--- config.mk ---
export PLATFORM = sky130hd
export DESIGN_NAME = chan_status
export DESIGN_NICKNAME = d
export VERILOG_FILES = /design/src/hdl/chan_status_pkg.sv /design/src/hdl/chan_status.sv /design/src/hdl/stall_timer.sv
export SDC_FILE = /design/constraint.sdc
export NUM_CORES = 1
export LEC_CHECK = 0
export CAP_MARGIN = 25
export CORE_ASPECT_RATIO = 0.6
export CORE_MARGIN = 2
export CORE_UTILIZATION = 50
export CTS_CLUSTER_DIAMETER = 40
export DETAILED_ROUTE_END_ITERATION = 16
export DONT_BUFFER_PORTS = 1
export GPL_TIMING_DRIVEN = 0
export SETUP_SLACK_MARGIN = 0.3
export SKIP_CTS_REPAIR_TIMING = 1
export SLEW_MARGIN = 20
export SYNTH_ARGS = -nofsm -noshare
export SYNTH_HDL_FRONTEND = slang
export SYNTH_HIERARCHICAL = 1
export SYNTH_SLANG_ARGS = --single-unit
--- constraint.sdc ---
create_clock -name clk -period 3.2 [get_ports clk]
set_input_delay 0.64 -clock clk [delete_from_list [all_inputs] [get_ports clk]]
set_output_delay 0.64 -clock clk [all_outputs]
set_load 0.03 [all_outputs]
--- src/hdl/chan_status_pkg.sv ---
// constants for the per-channel dma status block
// assumes a single 40 MHz clock and an AXI4-Lite register slave

package chan_status_pkg;

    // ----------------------------------------
    // register map
    // ----------------------------------------
    localparam logic [3:0] ADDR_STATUS = 4'h0;
    localparam logic [3:0] ADDR_CONTROL = 4'h4;
    localparam logic [3:0] ADDR_IRQ_MASK = 4'h8;

    // ----------------------------------------
    // status bit positions
    // ----------------------------------------
    localparam int BIT_CHAIN_EN = 10;
    localparam int BIT_STALL = 9;
    localparam int BIT_XFER_ACT = 8;
    localparam int BIT_ERR_DONE = 7;
    localparam int BIT_CHAIN_DONE = 6;
    localparam int BIT_XFER_DONE = 5;
    localparam int BIT_EXT_DONE = 4;
    localparam int BIT_CFG_ERR = 3;
    localparam int BIT_DESC_ERR = 2;
    localparam int BIT_DEST_ERR = 1;
    localparam int BIT_SRC_ERR = 0;
    localparam int NUM_EVENTS = 8;
    localparam int EVT_LSB = 0;

    // ----------------------------------------
    // control bit positions (own control register)
    // ----------------------------------------
    localparam int CTL_CHAIN_EN = 0;
    localparam int CTL_XFER_ACT = 1;
    localparam int CTL_IO_REQ = 2;
    localparam int CTL_DONE_BIDIR = 3;
    localparam int CTL_STALL_LSB = 16;
    localparam int STALL_W = 16;

    // ----------------------------------------
    // reset values and timing
    // ----------------------------------------
    localparam logic [31:0] CONTROL_RST = 32'h0000_0000;
    localparam logic [7:0] MASK_RST = 8'h00;
    localparam int PRESCALE_CYCLES = 64;
    localparam logic [5:0] PRESCALE_LAST = 6'h3f;

endpackage : chan_status_pkg

--- src/hdl/chan_status.sv ---
// per-channel dma status register with sticky event flags
// assumes event strobes are one-cycle pulses from clk logic, done pin is async
//
// The placing of the registers and register access over AXI4-Lite were decided locally.

`timescale 1ns/1ps
`default_nettype none

module chan_status (
    // clock and reset
    input wire logic clk,
    input wire logic arst_n,
    // axi4-lite write address
    input wire logic [3:0] s_axi_awaddr,
    input wire logic s_axi_awvalid,
    output logic s_axi_awready,
    // axi4-lite write data
    input wire logic [31:0] s_axi_wdata,
    input wire logic [3:0] s_axi_wstrb,
    input wire logic s_axi_wvalid,
    output logic s_axi_wready,
    // axi4-lite write response
    output logic [1:0] s_axi_bresp,
    output logic s_axi_bvalid,
    input wire logic s_axi_bready,
    // axi4-lite read
    input wire logic [3:0] s_axi_araddr,
    input wire logic s_axi_arvalid,
    output logic s_axi_arready,
    output logic [31:0] s_axi_rdata,
    output logic [1:0] s_axi_rresp,
    output logic s_axi_rvalid,
    input wire logic s_axi_rready,
    // transfer engine events
    input wire logic bus_owned,
    input wire logic chain_done_evt,
    input wire logic xfer_done_evt,
    input wire logic cfg_error_evt,
    input wire logic desc_bus_error_evt,
    input wire logic dest_bus_error_evt,
    input wire logic src_bus_error_evt,
    input wire logic done_drive_req,
    // done strobe pin
    input wire logic done_strobe_n_in,
    output logic done_strobe_n_out,
    output logic done_strobe_oe_n,
    // interrupt
    output logic irq
);

    // ----------------------------------------
    // state
    // ----------------------------------------
    logic [31:0] control_q;
    logic [7:0] mask_q;
    logic [7:0] flags_q;
    logic [1:0] done_sync_q;
    logic done_prev_q;
    logic [3:0] aw_addr_q;
    logic aw_full_q;
    logic [31:0] w_data_q;
    logic [3:0] w_strb_q;
    logic w_full_q;
    logic [31:0] rdata_q;
    logic [1:0] rresp_q;
    logic rvalid_q;
    logic bvalid_q;
    logic [1:0] bresp_q;
    logic stall_event;
    logic do_write;
    logic [7:0] set_vec;
    logic [7:0] clr_vec;
    logic [15:0] status_word;
    logic ext_done_evt;
    logic self_done_evt;

    // ----------------------------------------
    // done strobe pin
    // ----------------------------------------
    // pin driven low only in bidirectional mode; oe low means driving
    assign done_strobe_n_out = 1'b0;
    assign done_strobe_oe_n = !(control_q[chan_status_pkg::CTL_DONE_BIDIR] && done_drive_req);

    always_ff @(posedge clk or negedge arst_n) begin
        if (!arst_n) begin
            done_sync_q <= 2'b11;
            done_prev_q <= 1'b1;
        end else begin
            done_sync_q <= {done_sync_q[0], done_strobe_n_in};
            done_prev_q <= done_sync_q[1];
        end
    end

    // falling edge of the synchronised pin
    assign ext_done_evt = done_prev_q && !done_sync_q[1];
    assign self_done_evt = control_q[chan_status_pkg::CTL_DONE_BIDIR] && done_drive_req;

    // ----------------------------------------
    // stall detection
    // ----------------------------------------
    stall_timer u_stall (
        .clk(clk),
        .arst_n(arst_n),
        .io_request_mode(control_q[chan_status_pkg::CTL_IO_REQ]),
        .bus_owned(bus_owned),
        .stall_flag(flags_q[7]),
        .stall_interval_setting(control_q[chan_status_pkg::CTL_STALL_LSB +: 16]),
        .stall_event(stall_event)
    );

    // ----------------------------------------
    // axi4-lite write path
    // ----------------------------------------
    assign s_axi_awready = !aw_full_q;
    assign s_axi_wready = !w_full_q;
    assign do_write = aw_full_q && w_full_q && !bvalid_q;

    always_ff @(posedge clk or negedge arst_n) begin
        if (!arst_n) begin
            aw_full_q <= 1'b0;
            aw_addr_q <= 4'h0;
        end else if (s_axi_awvalid && !aw_full_q) begin
            aw_full_q <= 1'b1;
            aw_addr_q <= s_axi_awaddr;
        end else if (do_write) begin
            aw_full_q <= 1'b0;
        end
    end

    always_ff @(posedge clk or negedge arst_n) begin
        if (!arst_n) begin
            w_full_q <= 1'b0;
            w_data_q <= 32'h0000_0000;
            w_strb_q <= 4'h0;
        end else if (s_axi_wvalid && !w_full_q) begin
            w_full_q <= 1'b1;
            w_data_q <= s_axi_wdata;
            w_strb_q <= s_axi_wstrb;
        end else if (do_write) begin
            w_full_q <= 1'b0;
        end
    end

    always_ff @(posedge clk or negedge arst_n) begin
        if (!arst_n) begin
            bvalid_q <= 1'b0;
            bresp_q <= 2'b00;
        end else if (do_write) begin
            bvalid_q <= 1'b1;
            bresp_q <= (aw_addr_q == chan_status_pkg::ADDR_STATUS ||
                        aw_addr_q == chan_status_pkg::ADDR_CONTROL ||
                        aw_addr_q == chan_status_pkg::ADDR_IRQ_MASK) ? 2'b00 : 2'b10;
        end else if (s_axi_bready) begin
            bvalid_q <= 1'b0;
        end
    end

    assign s_axi_bvalid = bvalid_q;
    assign s_axi_bresp = bresp_q;

    always_ff @(posedge clk or negedge arst_n) begin
        if (!arst_n) begin
            control_q <= chan_status_pkg::CONTROL_RST;
        end else if (do_write && aw_addr_q == chan_status_pkg::ADDR_CONTROL) begin
            for (int b = 0; b < 4; b++) begin
                if (w_strb_q[b]) begin
                    control_q[b*8 +: 8] <= w_data_q[b*8 +: 8];
                end
            end
        end
    end

    always_ff @(posedge clk or negedge arst_n) begin
        if (!arst_n) begin
            mask_q <= chan_status_pkg::MASK_RST;
        end else if (do_write && aw_addr_q == chan_status_pkg::ADDR_IRQ_MASK) begin
            // each lane moves on its own strobe, as the status clear does
            if (w_strb_q[0]) begin
                mask_q[6:0] <= w_data_q[6:0];
            end
            if (w_strb_q[1]) begin
                mask_q[7] <= w_data_q[chan_status_pkg::BIT_STALL];
            end
        end
    end

    // ----------------------------------------
    // sticky flags: [7]=stall, [6:0]=bits 6..0
    // ----------------------------------------
    assign set_vec = {stall_event, chain_done_evt, xfer_done_evt,
                      ext_done_evt || self_done_evt, cfg_error_evt,
                      desc_bus_error_evt, dest_bus_error_evt, src_bus_error_evt};

    // flags 6..0 clear through byte lane 0, the stall flag (bit 9) through lane 1
    always_comb begin
        clr_vec = 8'h00;
        if (do_write && aw_addr_q == chan_status_pkg::ADDR_STATUS) begin
            if (w_strb_q[1]) begin
                clr_vec[7] = w_data_q[chan_status_pkg::BIT_STALL];
            end
            if (w_strb_q[0]) begin
                clr_vec[6:0] = w_data_q[6:0];
            end
        end
    end

    // set wins over a same-cycle clear
    genvar gi;
    generate
        for (gi = 0; gi < chan_status_pkg::NUM_EVENTS; gi++) begin : g_flag
            always_ff @(posedge clk or negedge arst_n) begin
                if (!arst_n) begin
                    flags_q[gi] <= 1'b0;
                end else if (set_vec[gi]) begin
                    flags_q[gi] <= 1'b1;
                end else if (clr_vec[gi]) begin
                    flags_q[gi] <= 1'b0;
                end
            end
        end
    endgenerate

    // ----------------------------------------
    // status word and interrupt
    // ----------------------------------------
    always_comb begin
        status_word = 16'h0000;
        status_word[chan_status_pkg::BIT_CHAIN_EN] = control_q[chan_status_pkg::CTL_CHAIN_EN];
        status_word[chan_status_pkg::BIT_STALL] = flags_q[7];
        status_word[chan_status_pkg::BIT_XFER_ACT] = control_q[chan_status_pkg::CTL_XFER_ACT];
        status_word[chan_status_pkg::BIT_ERR_DONE] = |flags_q[3:0];
        status_word[6:0] = flags_q[6:0];
    end

    assign irq = |(flags_q & mask_q);

    // ----------------------------------------
    // axi4-lite read path
    // ----------------------------------------
    assign s_axi_arready = !rvalid_q;

    always_ff @(posedge clk or negedge arst_n) begin
        if (!arst_n) begin
            rvalid_q <= 1'b0;
            rdata_q <= 32'h0000_0000;
            rresp_q <= 2'b00;
        end else if (s_axi_arvalid && !rvalid_q) begin
            rvalid_q <= 1'b1;
            rresp_q <= 2'b00;
            case (s_axi_araddr)
                chan_status_pkg::ADDR_STATUS: rdata_q <= {16'h0000, status_word};
                chan_status_pkg::ADDR_CONTROL: rdata_q <= control_q;
                chan_status_pkg::ADDR_IRQ_MASK: rdata_q <= {22'h00_0000, mask_q[7], 2'b00, mask_q[6:0]};
                default: begin
                    rdata_q <= 32'h0000_0000;
                    rresp_q <= 2'b10;
                end
            endcase
        end else if (s_axi_rready) begin
            rvalid_q <= 1'b0;
        end
    end

    assign s_axi_rvalid = rvalid_q;
    assign s_axi_rdata = rdata_q;
    assign s_axi_rresp = rresp_q;
endmodule : chan_status

`default_nettype wire

--- src/hdl/stall_timer.sv ---
// stall detection counter for one channel
// assumes the owner strobe and config come from logic on clk

`timescale 1ns/1ps
`default_nettype none

module stall_timer (
    // clock and reset
    input wire logic clk,
    input wire logic arst_n,
    // control
    input wire logic io_request_mode,
    input wire logic bus_owned,
    input wire logic stall_flag,
    input wire logic [15:0] stall_interval_setting,
    // result
    output logic stall_event
);

    logic [5:0] pre_q;
    logic [15:0] count_q;
    logic tick;
    logic running;

    // counter halts while flag stands, so one stall gives one event
    assign running = io_request_mode && !bus_owned && !stall_flag;
    assign tick = running && (pre_q == chan_status_pkg::PRESCALE_LAST);

    always_ff @(posedge clk or negedge arst_n) begin
        if (!arst_n) begin
            pre_q <= 6'h00;
        end else if (!running) begin
            pre_q <= 6'h00;
        end else begin
            pre_q <= pre_q + 6'h01;
        end
    end

    // the interval is given in cycles, so the reload is divided by 64
    always_ff @(posedge clk or negedge arst_n) begin
        if (!arst_n) begin
            count_q <= 16'h0000;
        end else if (!running) begin
            count_q <= {6'h00, stall_interval_setting[15:6]};
        end else if (tick && count_q != 16'h0000) begin
            count_q <= count_q - 16'h0001;
        end
    end

    assign stall_event = tick && (count_q == 16'h0000);

endmodule : stall_timer

`default_nettype wire

==> impl_metrics.csv, run 1 <==
group,metric,value,unit
status,outcome,"finished with violations",
status,failed_checks,"negative hold slack",
critical_path,worstReg2RegEnd,"u_stall/count_q[5]",
yosys,synth_top_family_by_area,"multiplexers",
critical_path,reg2regPathDepth,7,
cts,cts.sinks,151,
cts,clockBufferDepth,2,
route,antenna_left,0,
power_and_ir_drop,power_density,865.1,nW/µm²
cts,cts.clk_slew.worst_paths,0.07,ns
yosys,synth_flop_cell,"dfrtp_1",
critical_path,cp_num_buf_inv,2,
yosys,synth-seq-area-share,59.80,%
grt,grt_max_degree,152,
cts,cts_htree_levels,4,
yosys,muxShareOfSynthArea,15.19,%
critical_path,critPathSlowestCell,"nor4_4",
route,via_per_inst,5.894,
power_and_ir_drop,ir_drop,0.5127,mV
yosys,synth-xor-area-share,0.4154,%
route,wl_per_cell,20.27,µm
critical_path,crit_required,3.52,ns
floorplanning,start_util,51.77,%
placed_design,pre_cts_slack,0.4818,ns
grt,grt.overflow.total,0,
power_and_ir_drop,clkPwrFrac,31.3,%
yosys,avgSynthCellArea,12.88,µm²
cts,clkLatencyLatePin,0.42,ns
final_layout,nFillCells,1029,
yosys,yosysWarnings,6,
critical_path,path_max_fanout,10,
yosys,syn-instance-count,491,
final_layout,drive_above_1_share,27.05,%
final_layout,design_area,7121,µm²
placed_design,placed_cell_area,6539,µm²
final_layout,nets,574,
placed_design,io_buffer_count,0,
route,drt_iter0_markers,406,
power_and_ir_drop,pwr-share-seq,47.3,%
yosys,synth_top_area_cell,"dfrtp_1",
power_and_ir_drop,p_sw,1978,µW
yosys,synthAdderAreaFrac,0.3956,%
timing,relSlewSlack,44.86,%
power_and_ir_drop,internal_power,4183,µW
route,num_vias,4073,
final_layout,mostFrequentLayoutCells,"dfrtp_1, mux2_2, nor2_1",
critical_path,rr_startpoint,"u_stall/count_q[0]",
power_and_ir_drop,power.total,6160,µW
timing,min_period_over_period,82.70,%
timing,hold_slack,-0.09023,ns
timing,setup_ws,0.5536,ns
timing,skew,0.01212,ns
yosys,post_synth_num_cell_types,59,
critical_path,critPathTopFamily,"simple AND/OR/NAND/NOR gates",
hold_path,hold_class,"in2async",
grt,antenna_found_initial,2,
timing,finalMaxSlewViolations,0,
timing,fin_crit,2.646,ns
floorplanning,die_x,149.2,µm
floorplanning,design.core.area,12220,µm²
timing,fmax,377.9,MHz
critical_path,crit_path_end_kind,"flip-flop",
cts,cts-root-buf,"clkbuf_16",
yosys,ys_seq_elements,151,
critical_path,max_stage_delay,0.56,ns
yosys,ys_async_sr_fraction,100.0,%
floorplanning,die_y,91.12,µm
timing,setup_viol,0,
grt,grt_pass1_vias,4105,
power_and_ir_drop,p_leak,0.003177,µW
floorplanning,dieArea,13600,µm²
timing,worst_pin_slew,0.8202,ns
grt,grt_pass1_wl,22.47,mm
floorplanning,io_pins,104,
cts,cts-buffers-inserted,17,
final_layout,final-seq-area,3782,µm²
floorplanning,std_cell_rows,31,
timing,hold_viol_final,148,
timing,tns,0,ns
power_and_ir_drop,sw_frac_of_total,32.10,%
yosys,synth.area.top_cells,"dfrtp_1, mux2_2, a22o_1, nor2_1, o21ai_0",
route,firstDrtPassIters,5,
power_and_ir_drop,p_comb_share,21.4,%
yosys,netlist_area,6325,µm²
critical_path,r2r_slack,0.55,ns
final_layout,areaGrowthSynthToFinish,12.58,%
route,drt-total-wl,14.01,mm
yosys,synth_compound_area_share,10.07,%
route,drcViolationCount,0,
grt,grt_usage,21.83,%
yosys,synthSimpleGateAreaFrac,11.08,%
final_layout,multi_input_area,2370,µm²
critical_path,path_cells,"inv_1 > ha_1 > or4b_4 > nor4_4 > clkbuf_1 > o21ai_0 > a31oi_1",
placed_design,dp_hpwl,9.839,mm
critical_path,worst-endpoint-arrival,2.97,ns
placed_design,place.gp.congestion,0.8691,
yosys,synth_top_area_share,58.56,%
critical_path,critPathKind,"reg2reg",
yosys,synth-edff-count,0,
cts,cts_tree,"yes",
timing,rsz0062_at_grt,"no",
job,max_cap_violations,0,
critical_path,cp-start-kind,"flip-flop",
final_layout,final_common_cell,"dfrtp_1",
power groups by stage:
stage               Combinational, µW  Sequential (µW)  Clock, µW
finish                           1320             2920       1930
global placement                 1250             2920          0
detailed placement               1290             2950          0
global route                     1440             3000       2050
CTS                              1290             2920       1960
floorplan                        1060             2790          0
area by class of cell:
cell class	instances	share of cell area [%]
clock buffers	18	6.027
clock inverters	14	1.986
multi-input cells	300	33.28
inverters	15	0.7907
diodes	1	0.03514
flip-flops and latches	151	53.12
plain buffers	27	1.863
well taps	165	2.899
registers in the layout (all words and copies together) (netlist names), 2 cells and up:
name / flops
control_q: 32
s_axi_rdata: 32
w_data_q: 32
u_stall/count_q: 16
flags_q: 8
mask_q: 8
u_stall/pre_q: 6
aw_addr_q: 4
w_strb_q: 4
done_sync_q: 2
Yosys cell counts (2+ instances only):
master    instances
dfrtp_1         148
or3_1             9
xor2_1            2
nor3_1            6
nor4_1            2
dfstp_2           3
a22oi_1           4
clkbuf_1         15
and4_1            2
nand3_2           4
buf_2             8
a222oi_1          7
a31oi_1          14
o21ai_0          19
nor2_1           29
nand4_1           5
or4_1            10
inv_1            15
nor4_2            2
nor2b_1           4
a211oi_1          2
mux2_2           80
or4b_1            2
ha_1              2
a21oi_1           8
a22o_1           22
nand2_1          19
o21ai_1           2
nand3_1           6
buf_4             3
o31ai_1           4
mux2i_1           6
stage by stage:
stage               hold WS, ns  utilization (%)  std cells
finish                 -0.09023            58.28        691
global route            -0.1120            58.26        690
CTS                     -0.1063            58.19        690
detailed placement       0.3462            53.52        658
floorplan                0.3444                -        493
global placement         0.3468            53.52        658
routing by layer:
metal | up-vias | wire length (µm) | track usage [%] | part of all wire [%]
met2 | 133 | 5600 | 28.26 | 40
met5 | - | 13 | 0 | 0.093
met3 | 17 | 1208 | 8.291 | 8.6
met4 | 2 | 209 | 6.190 | 1.5
li1 | 1855 | - | - | -
met1 | 2066 | 6974 | 33.70 | 50
worst max path at each step:
stage                       start                  end  slack, ns  cells past startpoint
2_1_floorplan  u_stall/count_q[0]  u_stall/count_q[10]       0.80                      7
3_3_place_gp   u_stall/count_q[0]   u_stall/count_q[4]       0.51                      7
3_5_place_dp   u_stall/count_q[0]   u_stall/count_q[5]       0.48                      7
4_1_cts        u_stall/count_q[0]   u_stall/count_q[5]       0.43                      7
5_1_grt        u_stall/count_q[0]   u_stall/count_q[4]       0.42                      7
6_report       u_stall/count_q[0]   u_stall/count_q[5]       0.55                      7
logic make-up (layout without fill, tap and decap cells):
| family | count (synthesis) | after routing |
|---|---|---|
| DFF | 151 | 151 |
| and+or+nand+nor | 116 | 116 |
| buffers and inverters | 42 | 74 |
| adders and majority gates | 2 | 2 |
| xor gates and xnor gates | 3 | 3 |
| muxes | 86 | 86 |
| AOI/OAI and AO/OA | 90 | 90 |
| other | 1 | 4 |
No activity file was read; power rests on OpenSTA's default activity.
==> run 2, diff against run 1 <==
PLACE_DENSITY = 0.68   (was not set)
clock period = 2.33 ns   (was 3.2 ns; I/O delays follow)
==> run 2 against run 1 <==
The run ends with negative hold slack, negative setup slack left. Via count up 4.2%. Design area increased by 2.5%. Non-clock buffer count grew 7. Wire length rose by 3.7%. Combinational power increased by 54%. First-iteration DRC count shrank 19%. Count of clock-buffer cells in the layout did not move.
==> impl_metrics.csv, run 2 (synthesis results as in run 1) <==
group,metric,value,unit
status,outcome,"finished with violations",
status,failed_checks,"negative hold slack, negative setup slack",
grt,antenna_found_initial,1,
power_and_ir_drop,p_leak,0.003244,µW
route,num_vias,4245,
timing,rsz0062_at_grt,"yes",
final_layout,nets,581,
timing,hold_slack,-0.2588,ns
power_and_ir_drop,ir_drop,0.5017,mV
grt,grt_usage,22.05,%
timing,min_period_over_period,109.5,%
route,antenna_left,0,
timing,setup_viol,4,
critical_path,path_max_fanout,5,
floorplanning,start_util,51.77,%
placed_design,io_buffer_count,0,
route,firstDrtPassIters,7,
final_layout,areaGrowthSynthToFinish,15.39,%
placed_design,dp_hpwl,9.809,mm
critical_path,crit_required,2.66,ns
grt,grt_pass1_wl,22.80,mm
cts,clockBufferDepth,2,
timing,worst_pin_slew,0.7703,ns
floorplanning,design.core.area,12220,µm²
final_layout,fin_cells,698,
critical_path,cp-start-kind,"flip-flop",
route,via_per_inst,6.082,
route,drt_iter0_markers,328,
timing,fin_crit,2.551,ns
cts,cts-buffers-inserted,17,
job,max_cap_violations,0,
placed_design,dp_cells,658,
route,wl_per_cell,20.81,µm
critical_path,worst-endpoint-arrival,2.88,ns
final_layout,mostFrequentLayoutCells,"dfrtp_1, mux2_2, nor2_1",
floorplanning,die_x,149.2,µm
timing,setup_ws,-0.2213,ns
floorplanning,die_y,91.12,µm
critical_path,critPathKind,"reg2reg",
timing,relSlewSlack,48.22,%
timing,hold_viol_final,151,
route,drcViolationCount,0,
floorplanning,std_cell_rows,31,
cts,cts.clk_slew.worst_paths,0.06,ns
power_and_ir_drop,power_density,1195,nW/µm²
cts,cts_htree_levels,4,
hold_path,hold_class,"in2async",
floorplanning,io_pins,104,
timing,finalMaxSlewViolations,0,
final_layout,final_common_cell,"dfrtp_1",
placed_design,pre_cts_slack,-0.4230,ns
final_layout,drive_above_1_share,32.89,%
cts,cts_tree,"yes",
cts,cts.sinks,151,
grt,grt.overflow.total,0,
grt,grt_max_degree,152,
route,drt-total-wl,14.52,mm
floorplanning,dieArea,13600,µm²
placed_design,place.gp.congestion,0.8711,
timing,fmax,392.0,MHz
timing,skew,0.008213,ns
grt,grt_pass1_vias,4154,
critical_path,crit_path_end_kind,"flip-flop",
cts,cts-root-buf,"clkbuf_16",
cts,clkLatencyLatePin,0.41,ns
==> run 2: cell count changes in the layout (fill, tap and decap cells not counted), sizes merged <==
cell | before | now
buf | 11 | 20
clkbuf | 34 | 32
clkinv | 5 | 3
clkinvlp | 2 | 4
==> run 2: report_power, final <==
group / internal, µW / switching [µW] / total (µW)
clock: 1530 / 1150 / 2670
sequential: 3340 / 685 / 4020
combinational: 1040 / 984 / 2030
==> run 2: layout make-up <==
type	count	area [µm²]
Timing Repair Buffer	7	50.05
Clock buffer	18	439.2
Antenna cell	1	2.502
Tap cell	165	206.4
Fill cell	972	4920
Buffer	27	158.9
Inverter	15	56.30
Sequential cell	151	3784
Clock inverter	14	140.1
Multi-Input combinational cell	300	2461
==> run 2: metal layers <==
metal | track usage, % | vias to the layer above | share of wire, %
met3 | 8.342 | 9 | 10
met1 | 32.07 | 2185 | 45
met5 | 0 | - | 0
met2 | 31.14 | 182 | 44
li1 | - | 1869 | -
met4 | 5.635 | 0 | 0.56
==> run 2: critical path: stages, from the launching register on <==
cell and delay (ns):
dfrtp_2 0.44, inv_2 0.07, ha_4 0.13, or4b_4 0.49, or4_4 0.55, buf_6 0.15
or4b_4 0.51, a21oi_2 0.14
==> run 2: stage by stage <==
| step | util [%] | TNS (ns) | hold slack [ns] | total power (µW) | instance area (µm²) |
|---|---|---|---|---|---|
| floorplan | - | -0.1634 | 0.1704 | 5300 | 6345 |
| global placement | 53.62 | -2.981 | 0.1737 | 5723 | 6551 |
| detailed placement | 53.62 | -4.387 | 0.1742 | 5831 | 6551 |
| CTS | 58.36 | -4.760 | -0.2735 | 8507 | 7131 |
| global route | 59.71 | -0.9179 | -0.2872 | 9149 | 7296 |
| finish | 59.73 | -0.6133 | -0.2588 | 8721 | 7298 |
==> run 2: path summary, 6_finish.rpt <==
| kind | to | start | depth (start not counted) | slack (ns) |
|---|---|---|---|---|
| worst max-delay path | u_stall/count_q[12] | u_stall/count_q[0] | 7 | -0.22 |
| worst min-delay path | w_data_q[24] | arst_n | 0 | -0.26 |
| worst max register to register | u_stall/count_q[12] | u_stall/count_q[0] | 7 | -0.22 |
| worst min register to register | done_prev_q | done_sync_q[1] | 0 | 0.37 |
| max in group asynchronous | done_sync_q[1] | arst_n | 0 | 2.31 |
| min in group clk | done_sync_q[0] | done_strobe_n_in | 0 | 0.05 |
